[src/hdl/timer16_pkg.sv]
// constants shared by the 16-bit timer and its prescaler
// assumes a 32-bit apb slave with one aligned word per register
package timer16_pkg;

    // register byte offsets
    localparam logic [11:0] CONTROL_OFFSET = 12'h000;
    localparam logic [11:0] COUNT_OFFSET = 12'h004;
    localparam logic [11:0] COMPARE_A_OFFSET = 12'h008;
    localparam logic [11:0] COMPARE_B_OFFSET = 12'h00C;
    localparam logic [11:0] CAPTURE_TOP_OFFSET = 12'h010;
    localparam logic [11:0] FLAGS_OFFSET = 12'h014;
    localparam logic [11:0] PIN_DIRECTION_OFFSET = 12'h018;

    // control register fields
    localparam int MODE_LSB = 0;
    localparam int ACTION_A_LSB = 4;
    localparam int ACTION_B_LSB = 6;
    localparam int CLOCK_SELECT_LSB = 8;

    // flag register bit positions
    localparam int OVERFLOW_BIT = 0;
    localparam int COMPARE_A_BIT = 1;
    localparam int COMPARE_B_BIT = 2;
    localparam int CAPTURE_BIT = 3;

    // reset values
    localparam logic [31:0] CONTROL_RESET = 32'h0000_0000;
    localparam logic [15:0] COUNT_RESET = 16'h0000;
    localparam logic [15:0] COMPARE_RESET = 16'h0000;
    localparam logic [15:0] CAPTURE_RESET = 16'h0000;
    localparam logic [3:0] FLAGS_RESET = 4'h0;
    localparam logic [1:0] PIN_DIRECTION_RESET = 2'h0;

    // waveform mode select codes
    localparam logic [3:0] MODE_CTC_COMPARE = 4'h4;
    localparam logic [3:0] MODE_FAST_8BIT = 4'h5;
    localparam logic [3:0] MODE_FAST_9BIT = 4'h6;
    localparam logic [3:0] MODE_FAST_10BIT = 4'h7;
    localparam logic [3:0] MODE_CTC_CAPTURE = 4'hC;
    localparam logic [3:0] MODE_FAST_CAPTURE = 4'hE;
    localparam logic [3:0] MODE_FAST_COMPARE = 4'hF;

    // output action codes
    localparam logic [1:0] ACTION_NONE = 2'h0;
    localparam logic [1:0] ACTION_TOGGLE = 2'h1;
    localparam logic [1:0] ACTION_NON_INVERT = 2'h2;
    localparam logic [1:0] ACTION_INVERT = 2'h3;

    // counter limits and fixed tops
    localparam logic [15:0] COUNT_MAX = 16'hFFFF;
    localparam logic [15:0] COUNT_BOTTOM = 16'h0000;
    localparam logic [15:0] TOP_8BIT = 16'h00FF;
    localparam logic [15:0] TOP_9BIT = 16'h01FF;
    localparam logic [15:0] TOP_10BIT = 16'h03FF;

    // prescaler: select codes and divide masks (divider minus one)
    localparam logic [2:0] CLOCK_STOPPED = 3'h0;
    localparam logic [2:0] CLOCK_DIV1 = 3'h1;
    localparam logic [2:0] CLOCK_DIV8 = 3'h2;
    localparam logic [2:0] CLOCK_DIV64 = 3'h3;
    localparam logic [2:0] CLOCK_DIV256 = 3'h4;
    localparam logic [2:0] CLOCK_DIV1024 = 3'h5;
    localparam logic [9:0] MASK_DIV1 = 10'h000;
    localparam logic [9:0] MASK_DIV8 = 10'h007;
    localparam logic [9:0] MASK_DIV64 = 10'h03F;
    localparam logic [9:0] MASK_DIV256 = 10'h0FF;
    localparam logic [9:0] MASK_DIV1024 = 10'h3FF;

endpackage : timer16_pkg

[src/hdl/prescale_if.sv]
// carrier between the timer core and its prescaler
// assumes both ends run on the same apb clock
interface prescale_if;
    logic [2:0] clock_select;
    logic tick;

    modport timer (output clock_select, input tick);
    modport divider (input clock_select, output tick);
endinterface : prescale_if

[src/hdl/timer_prescaler.sv]
// prescaler giving the timer clock enable from the i/o clock
// assumes clock_select comes from a register on the same clock
module timer_prescaler (
    input wire logic pclk,
    input wire logic presetn,
    prescale_if.divider pre
);

    logic [9:0] div_reg;
    logic [9:0] div_next;
    logic [9:0] mask;
    logic running;

    // divide mask for the chosen factor
    assign mask = (pre.clock_select == timer16_pkg::CLOCK_DIV8) ? timer16_pkg::MASK_DIV8 :
                  (pre.clock_select == timer16_pkg::CLOCK_DIV64) ? timer16_pkg::MASK_DIV64 :
                  (pre.clock_select == timer16_pkg::CLOCK_DIV256) ? timer16_pkg::MASK_DIV256 :
                  (pre.clock_select == timer16_pkg::CLOCK_DIV1024) ? timer16_pkg::MASK_DIV1024 :
                  timer16_pkg::MASK_DIV1;
    assign running = (pre.clock_select >= timer16_pkg::CLOCK_DIV1) &&
                     (pre.clock_select <= timer16_pkg::CLOCK_DIV1024);

    // one enable every divider cycles, none while stopped
    assign pre.tick = running && ((div_reg & mask) == mask);
    assign div_next = running ? 10'(div_reg + 10'h001) : 10'h000;

    // free divide counter
    always_ff @(posedge pclk or negedge presetn)
    begin
        if (!presetn)
            div_reg <= 10'h000;
        else
            div_reg <= div_next;
    end

endmodule : timer_prescaler

[src/hdl/timer16_pwm.sv]
// 16-bit timer with clear-on-compare and fast pwm modes behind an apb slave
// assumes apb master on pclk; pins are outputs with enables, the pad resolves them
//
// What this block does
// - clear-on-compare clears count at compare a (mode 4) or capture top (mode 12).
// - clear-on-compare raises the flag of whichever register defines top.
// - clear-on-compare top is direct; a top below count runs to 0xFFFF, wraps.
// - action 1 in clear-on-compare toggles wave output a on every match.
// - wave state reaches the pin only while its direction bit is one.
// - clear-on-compare sets overflow as count rolls from maximum to zero.
// - toggle period is 2 times N times (1 plus compare a) clocks.
// - fast pwm modes 5,6,7,14,15 count up only, single slope.
// - fast pwm top is fixed, capture or compare a; clear the cycle after.
// - non-inverting sets on match, clears at top; inverting the opposite.
// - action two selects non-inverted pwm, three selects inverted pwm.
// - fast pwm sets overflow at top, with the top register's flag.
// - fast pwm sets a channel flag when count equals its compare value.
// - with a fixed top, compare writes store bits above resolution as zero.
// - capture top acts at once; a top below count wraps through 0xFFFF.
// - fast pwm compare a writes buffer; active loads at top with overflow.
// - a compare above top never matches; software keeps top above compares.
// - compare zero gives a one-cycle spike; compare at top a constant level.
// - action 1 toggles wave output a in fast pwm only in mode 15.
// - fast pwm period is N times (1 plus top) clocks.
// - normal and clear-on-compare modes write compare values directly.
// - action 0 leaves the wave output unchanged in every mode.
// - count maximum is 0xFFFF and restarts from zero after it.
module timer16_pwm (
    input wire logic pclk,
    input wire logic presetn,
    input wire logic psel,
    input wire logic penable,
    input wire logic pwrite,
    input wire logic [11:0] paddr,
    input wire logic [31:0] pwdata,
    output logic [31:0] prdata,
    output logic pready,
    output logic pslverr,
    output logic wave_a_pin_out,
    output logic wave_a_pin_oe,
    output logic wave_b_pin_out,
    output logic wave_b_pin_oe
);

    prescale_if pre ();

    logic [31:0] control_reg;
    logic [15:0] count_reg;
    logic [15:0] count_next;
    logic [15:0] capture_reg;
    logic [3:0] flags_reg;
    logic [3:0] flags_next;
    logic [1:0] pin_direction_reg;
    logic [31:0] prdata_reg;
    logic [31:0] read_mux;
    logic [15:0] cmp_buf_reg [2];
    logic [15:0] cmp_act_reg [2];
    logic [1:0] wave_reg;
    logic [1:0] action [2];
    logic [1:0] cmp_hit;
    logic [1:0] wr_cmp;

    logic access;
    logic setup;
    logic wr;
    logic hit_control;
    logic hit_count;
    logic hit_cmp_a;
    logic hit_cmp_b;
    logic hit_capture;
    logic hit_flags;
    logic hit_pin_dir;
    logic hit_any;

    logic [3:0] mode;
    logic ctc_mode;
    logic fast_mode;
    logic pwm_mode;
    logic [15:0] top_value;
    logic [15:0] res_mask;
    logic [15:0] wdata_masked;
    logic tick;
    logic at_top;
    logic top_pass;
    logic ovf_set;
    logic cap_set;
    logic [3:0] flag_set;
    logic [3:0] flag_clear;

    // timer clock enable from the prescaler
    timer_prescaler u_prescaler (
        .pclk(pclk),
        .presetn(presetn),
        .pre(pre)
    );

    assign pre.clock_select = control_reg[timer16_pkg::CLOCK_SELECT_LSB +: 3];
    assign tick = pre.tick;

    // apb decode; zero wait states, unmapped addresses raise pslverr
    assign setup = psel && !penable;
    assign access = psel && penable;
    assign wr = access && pwrite;
    assign hit_control = (paddr == timer16_pkg::CONTROL_OFFSET);
    assign hit_count = (paddr == timer16_pkg::COUNT_OFFSET);
    assign hit_cmp_a = (paddr == timer16_pkg::COMPARE_A_OFFSET);
    assign hit_cmp_b = (paddr == timer16_pkg::COMPARE_B_OFFSET);
    assign hit_capture = (paddr == timer16_pkg::CAPTURE_TOP_OFFSET);
    assign hit_flags = (paddr == timer16_pkg::FLAGS_OFFSET);
    assign hit_pin_dir = (paddr == timer16_pkg::PIN_DIRECTION_OFFSET);
    assign hit_any = hit_control || hit_count || hit_cmp_a || hit_cmp_b ||
                     hit_capture || hit_flags || hit_pin_dir;
    assign pready = 1'b1;
    assign pslverr = access && !hit_any;
    assign prdata = prdata_reg;
    assign wr_cmp[0] = wr && hit_cmp_a;
    assign wr_cmp[1] = wr && hit_cmp_b;

    // mode decode
    assign mode = control_reg[timer16_pkg::MODE_LSB +: 4];
    assign action[0] = control_reg[timer16_pkg::ACTION_A_LSB +: 2];
    assign action[1] = control_reg[timer16_pkg::ACTION_B_LSB +: 2];
    assign ctc_mode = (mode == timer16_pkg::MODE_CTC_COMPARE) ||
                      (mode == timer16_pkg::MODE_CTC_CAPTURE);
    assign fast_mode = (mode == timer16_pkg::MODE_FAST_8BIT) ||
                       (mode == timer16_pkg::MODE_FAST_9BIT) ||
                       (mode == timer16_pkg::MODE_FAST_10BIT) ||
                       (mode == timer16_pkg::MODE_FAST_CAPTURE) ||
                       (mode == timer16_pkg::MODE_FAST_COMPARE);
    // every code other than normal (0) and the two ctc codes is a pwm code
    assign pwm_mode = (mode != 4'h0) && !ctc_mode;

    // top selection; compare a top uses the active, not the buffered, value
    assign top_value = (mode == timer16_pkg::MODE_FAST_8BIT) ? timer16_pkg::TOP_8BIT :
                       (mode == timer16_pkg::MODE_FAST_9BIT) ? timer16_pkg::TOP_9BIT :
                       (mode == timer16_pkg::MODE_FAST_10BIT) ? timer16_pkg::TOP_10BIT :
                       ((mode == timer16_pkg::MODE_CTC_CAPTURE) ||
                        (mode == timer16_pkg::MODE_FAST_CAPTURE)) ? capture_reg :
                       ((mode == timer16_pkg::MODE_CTC_COMPARE) ||
                        (mode == timer16_pkg::MODE_FAST_COMPARE)) ? cmp_act_reg[0] :
                       timer16_pkg::COUNT_MAX;

    // resolution mask for compare writes under a fixed top
    assign res_mask = (mode == timer16_pkg::MODE_FAST_8BIT) ? timer16_pkg::TOP_8BIT :
                      (mode == timer16_pkg::MODE_FAST_9BIT) ? timer16_pkg::TOP_9BIT :
                      (mode == timer16_pkg::MODE_FAST_10BIT) ? timer16_pkg::TOP_10BIT :
                      timer16_pkg::COUNT_MAX;
    assign wdata_masked = pwdata[15:0] & res_mask;

    // top is an equality test, so a top written below count is missed until the wrap
    assign at_top = (ctc_mode || fast_mode) && (count_reg == top_value);
    assign top_pass = tick && fast_mode && at_top;

    // counter next value; a software write to count wins over the tick
    assign count_next = (wr && hit_count) ? pwdata[15:0] :
                        !tick ? count_reg :
                        at_top ? timer16_pkg::COUNT_BOTTOM :
                        16'(count_reg + 16'h0001);

    // counter
    always_ff @(posedge pclk or negedge presetn)
    begin
        if (!presetn)
            count_reg <= timer16_pkg::COUNT_RESET;
        else
            count_reg <= count_next;
    end

    // flag sources; a compare above top is never reached and never matches
    assign ovf_set = tick && (fast_mode ? at_top : (count_reg == timer16_pkg::COUNT_MAX));
    assign cap_set = tick && (count_reg == capture_reg) &&
                     ((mode == timer16_pkg::MODE_CTC_CAPTURE) ||
                      (mode == timer16_pkg::MODE_FAST_CAPTURE));
    assign flag_set[timer16_pkg::OVERFLOW_BIT] = ovf_set;
    assign flag_set[timer16_pkg::COMPARE_A_BIT] = tick && cmp_hit[0];
    assign flag_set[timer16_pkg::COMPARE_B_BIT] = tick && cmp_hit[1];
    assign flag_set[timer16_pkg::CAPTURE_BIT] = cap_set;
    assign flag_clear = (wr && hit_flags) ? pwdata[3:0] : 4'h0;
    // write one to clear; a set in the same cycle wins
    assign flags_next = (flags_reg & ~flag_clear) | flag_set;

    // sticky flags
    always_ff @(posedge pclk or negedge presetn)
    begin
        if (!presetn)
            flags_reg <= timer16_pkg::FLAGS_RESET;
        else
            flags_reg <= flags_next;
    end

    // control, capture top and pin direction registers
    always_ff @(posedge pclk or negedge presetn)
    begin
        if (!presetn)
        begin
            control_reg <= timer16_pkg::CONTROL_RESET;
            capture_reg <= timer16_pkg::CAPTURE_RESET;
            pin_direction_reg <= timer16_pkg::PIN_DIRECTION_RESET;
        end
        else
        begin
            if (wr && hit_control)
                control_reg <= 32'(pwdata[10:0]); // upper control bits read as zero
            if (wr && hit_capture)
                capture_reg <= pwdata[15:0];
            if (wr && hit_pin_dir)
                pin_direction_reg <= pwdata[1:0];
        end
    end

    // read mux, latched in the setup phase so data comes from a flip-flop
    assign read_mux = hit_control ? control_reg :
                      hit_count ? {16'h0000, count_reg} :
                      hit_cmp_a ? {16'h0000, cmp_buf_reg[0]} :
                      hit_cmp_b ? {16'h0000, cmp_buf_reg[1]} :
                      hit_capture ? {16'h0000, capture_reg} :
                      hit_flags ? {28'h000_0000, flags_reg} :
                      hit_pin_dir ? 32'(pin_direction_reg) :
                      32'h0000_0000;

    // read data register
    always_ff @(posedge pclk or negedge presetn)
    begin
        if (!presetn)
            prdata_reg <= 32'h0000_0000;
        else if (setup && !pwrite)
            prdata_reg <= read_mux;
    end

    // per channel compare buffer, active compare value and wave state
    for (genvar ch = 0; ch < 2; ch++)
    begin : g_chan
        logic [15:0] act_next;
        logic wave_next;
        logic match;
        logic toggle_ok;

        assign cmp_hit[ch] = (count_reg == cmp_act_reg[ch]);
        assign match = tick && cmp_hit[ch];
        // fast pwm toggles only channel a and only with compare a as top
        assign toggle_ok = !fast_mode || ((ch == 0) && (mode == timer16_pkg::MODE_FAST_COMPARE));

        // direct write outside pwm, reload from buffer at top inside it
        assign act_next = (!pwm_mode && wr_cmp[ch]) ? wdata_masked :
                          (pwm_mode && top_pass) ? cmp_buf_reg[ch] :
                          cmp_act_reg[ch];

        // top action has priority, so compare equal to top gives a constant level
        assign wave_next =
            (action[ch] == timer16_pkg::ACTION_NONE) ? wave_reg[ch] :
            (action[ch] == timer16_pkg::ACTION_TOGGLE) ?
                ((match && toggle_ok) ? !wave_reg[ch] : wave_reg[ch]) :
            !fast_mode ?
                (match ? (action[ch] == timer16_pkg::ACTION_INVERT) : wave_reg[ch]) :
            top_pass ? (action[ch] == timer16_pkg::ACTION_INVERT) :
            match ? (action[ch] == timer16_pkg::ACTION_NON_INVERT) :
            wave_reg[ch];

        // buffer register holds the last write; active value drives the compare
        always_ff @(posedge pclk or negedge presetn)
        begin
            if (!presetn)
            begin
                cmp_buf_reg[ch] <= timer16_pkg::COMPARE_RESET;
                cmp_act_reg[ch] <= timer16_pkg::COMPARE_RESET;
                wave_reg[ch] <= 1'b0;
            end
            else
            begin
                if (wr_cmp[ch])
                    cmp_buf_reg[ch] <= wdata_masked;
                cmp_act_reg[ch] <= act_next;
                wave_reg[ch] <= wave_next;
            end
        end
    end

    // pin drive follows the direction bits
    assign wave_a_pin_out = wave_reg[0];
    assign wave_a_pin_oe = pin_direction_reg[0];
    assign wave_b_pin_out = wave_reg[1];
    assign wave_b_pin_oe = pin_direction_reg[1];

endmodule : timer16_pwm

[config.mk]
export PLATFORM = sky130hd
export DESIGN_NAME = timer16_pwm
export DESIGN_NICKNAME = d
export VERILOG_FILES = /design/src/hdl/timer16_pkg.sv /design/src/hdl/prescale_if.sv /design/src/hdl/timer_prescaler.sv /design/src/hdl/timer16_pwm.sv
export SDC_FILE = /design/constraint.sdc
export NUM_CORES = 1
export LEC_CHECK = 0
export ABC_CLOCK_PERIOD_IN_PS = 4960
export BUFFER_PORTS_ARGS = -buffer_cell sky130_fd_sc_hd__buf_2
export CORE_ASPECT_RATIO = 1.4
export CORE_UTILIZATION = 60
export CTS_CLUSTER_DIAMETER = 80
export CTS_CLUSTER_SIZE = 24
export DETAILED_ROUTE_END_ITERATION = 16
export PLACE_DENSITY = 0.78
export SLEW_MARGIN = 30
export SYNTH_ARGS = -nofsm -noshare
export SYNTH_HDL_FRONTEND = slang
export SYNTH_SLANG_ARGS = --single-unit
[constraint.sdc]
create_clock -name pclk -period 4.96 [get_ports pclk]
set_input_delay 0.744 -clock pclk [delete_from_list [all_inputs] [get_ports pclk]]
set_output_delay 0.744 -clock pclk [all_outputs]
set_load 0.005 [all_outputs]
==> run summary <==
DR vias/cell = 6.58
Final Hold Fails = 0
crit-path cells = buf_4, nor3_1, a21oi_1, a221oi_1, a211oi_1, or4_4, nor3_4, buf_4, mux2i_1, mux2i_1
CP Class = flip-flop to flip-flop
leakage = 3.93 nW
antenna violations before repair = 1
wire length on met1 = 9.15 mm
Slew @ Worst Pin = 0.959 ns
worst vdd ir = 0.000175 V
top cells by count, synth = 141 x dfrtp_1, 104 x nand2_1, 71 x o21ai_0
post-CTS sizing = 0
largest fanout on the critical path = 32
DR vias = 7357
Synth area leader = dfrtp_1
largest net degree at the start of global routing = 109
initial core utilization = 0.614
Post-CTS Hold Buffers = 0
Iter 0 DRT Violations = 598
setup violators final = 0
most common cell in the netlist = dfrtp_1
post-synthesis cell area = 8500 um2
Synth warnings = 0
global placement routability congestion = 0.996
Rel. slew slack = 0.360
max frequency = 243 MHz
First-pass DRT Iterations = 5
Synth async-reset ratio = 1.00
Core ar. = 13800 um2
TritonCTS Buffers = 17
DR WL met2 = 11.4 mm
number of I/O port buffers = 53
met3 wire len = 1.92 mm
first-pass GRT wire length = 38.5 mm
drt wl/cell = 21.6 um
die area = 14700 um2
setup TNS = 0 ns
Mean Syn Cell Area = 9.42 um2
Die H = 143 um
filler cell count = 1127
Total Power = 2.69 mW
CP Capture Type = flip-flop
DRC violations left = 0
status = complete, no violations
TritonCTS clock tree = yes
layout cells sized above 1 = 0.185
Synth top area share = 0.415
area grow syn2layout = 10.2%
top cells by area, synth = dfrtp_1 42%, mux2_2 6.0%, xor2_1 5.2%
Clock Path Buffers = 2
RSZ-0062 raised after global routing = false
Root Driver = clkbuf_16
worst skew pair latency = 0.44 ns
largest stage delay on the critical path = 0.70 ns
antenna viol nets, final = 0
Synth cell types = 67
Hold/Removal Path Class = input port to async pin
max-slew violations = 0
fin util = 0.676
sequential area share after synthesis = 0.415
CP max stage cell = nor3_1
CTS Sinks = 141
I/O pin cnt = 87
CP startpoint kind = flip-flop
worst hold margin = 0.412 ns
routed wire length = 24.1 mm
DR top layer = met4
DPL Wire Length = 16.6 mm
Final min period = 4.12 ns
final net count = 970
worst-case clock skew = 0.00998 ns
post-CTS setup buffer count = 0
Post-Synthesis Cells = 903
clk slew on worst S/H paths = 0.06 ns
crit path DAT = 4.42 ns
fin crit share = 0.831
number of global-route vias before repair = 7110
GRT Total Usage = 0.357
max-cap viol count = 0
# rows = 51
number of synthesized flops with an enable pin = 0
Pwr per Cell Area = 288 nW/um2
register bit total from synthesis = 141
total number of H-tree levels = 4
Horiz. Die Dim = 103 um
CP Data Required Time = 5.26 ns
Top FF cell, synth = dfrtp_1
total congestion overflow = 0
==> logic make-up after synthesis <==
| logic type | synth area share |
|---|---|
| AND/OR/NAND/NOR | 0.175 |
| buffers and inverters | 0.0550 |
| XOR/XNOR | 0.0608 |
| AO/OA/AOI/OAI | 0.178 |
| multiplexers | 0.113 |
| adder cells (fa/ha/maj) | 0.00294 |
| flip-flops | 0.415 |
| other | 0.000883 |
==> path summary, 6_finish.rpt <==
kind,start,to,slack (ns),depth (start not counted)
setup / recovery,control_reg[0]$_DFFE_PN0P_,cmp_act_reg[8]$_DFFE_PN0P_,0.84,10
hold / removal,presetn,prdata[8]$_DFFE_PN0P_,0.41,1
setup reg to reg,control_reg[0]$_DFFE_PN0P_,cmp_act_reg[8]$_DFFE_PN0P_,0.84,10
hold reg to reg,u_prescaler.div_reg[0]$_DFF_PN0_,u_prescaler.div_reg[0]$_DFF_PN0_,0.47,1
max in group asynchronous,presetn,cmp_act_reg[27]$_DFFE_PN0P_,3.55,2
min in group pclk,u_prescaler.div_reg[0]$_DFF_PN0_,u_prescaler.div_reg[0]$_DFF_PN0_,0.47,1
==> stage by stage <==
step	cells	setup WS, ns	area, um2
3_3_place_gp	1085	1.04	8760
4_1_cts	1117	0.901	9360
3_5_place_dp	1085	0.990	8760
6_report	1118	0.838	9370
2_1_floorplan	918	1.65	8560
5_1_grt	1118	0.600	9370
==> metal layers <==
| metal | track usage | up-vias |
|---|---|---|
| met2 | 0.554 | 391 |
| met3 | 0.0710 | 107 |
| met5 | 0 | - |
| li1 | - | 3301 |
| met4 | 0.250 | 0 |
| met1 | 0.442 | 3558 |
==> critical path, delay by kind of cell (launching register included) <==
| family | cells | cell delay (ns) |
|---|---|---|
| compound gates | 3 | 0.58 |
| flops | 1 | 0.59 |
| mux | 2 | 0.39 |
| simple gates | 3 | 1.60 |
| buf+inv | 2 | 0.79 |
==> layout make-up <==
type                       count  area (um2)  share of cell area
antenna                        1        2.50            0.000267
multi-input combinational    681        4570               0.488
timing repair buffer          70         402              0.0429
sequential                   141        3530               0.377
tap                          185         231              0.0247
inverter                       8        30.0             0.00321
clock buffer                  18         439              0.0469
clock inverter                14         160              0.0171
==> report_power, final <==
group / switching [mW] / total [mW] / internal (mW)
clock: 0.531 / 1.29 / 0.761
sequential: 0.0321 / 1.19 / 1.16
combinational: 0.133 / 0.212 / 0.0796
total: 0.696 / 2.69 / 2.00
==> placed cells by master, fill, tap and decap left out, types with 9 or more instances in the layout <==
| cell type | n |
|---|---|
| dfrtp_1 | 141 |
| nand2_1 | 103 |
| o21ai_0 | 71 |
| buf_2 | 52 |
| xor2_1 | 50 |
| mux2_2 | 45 |
| mux2i_1 | 43 |
| nor2_1 | 34 |
| nand3_1 | 27 |
| nor2b_1 | 18 |
| conb_1 | 17 |
| clkbuf_16 | 17 |
| buf_4 | 17 |
| nor3_1 | 16 |
| a21oi_1 | 16 |
| nor4_1 | 14 |
| o21ai_1 | 13 |
| o22a_1 | 13 |
| or3_1 | 12 |
| a21boi_0 | 12 |
| a22oi_1 | 12 |
| o31ai_1 | 12 |
| o221ai_1 | 11 |
| a221oi_1 | 10 |
| nand4_1 | 9 |
| xnor2_1 | 9 |
| o211ai_1 | 9 |
Note: power is estimated with default switching activity, not from simulation.
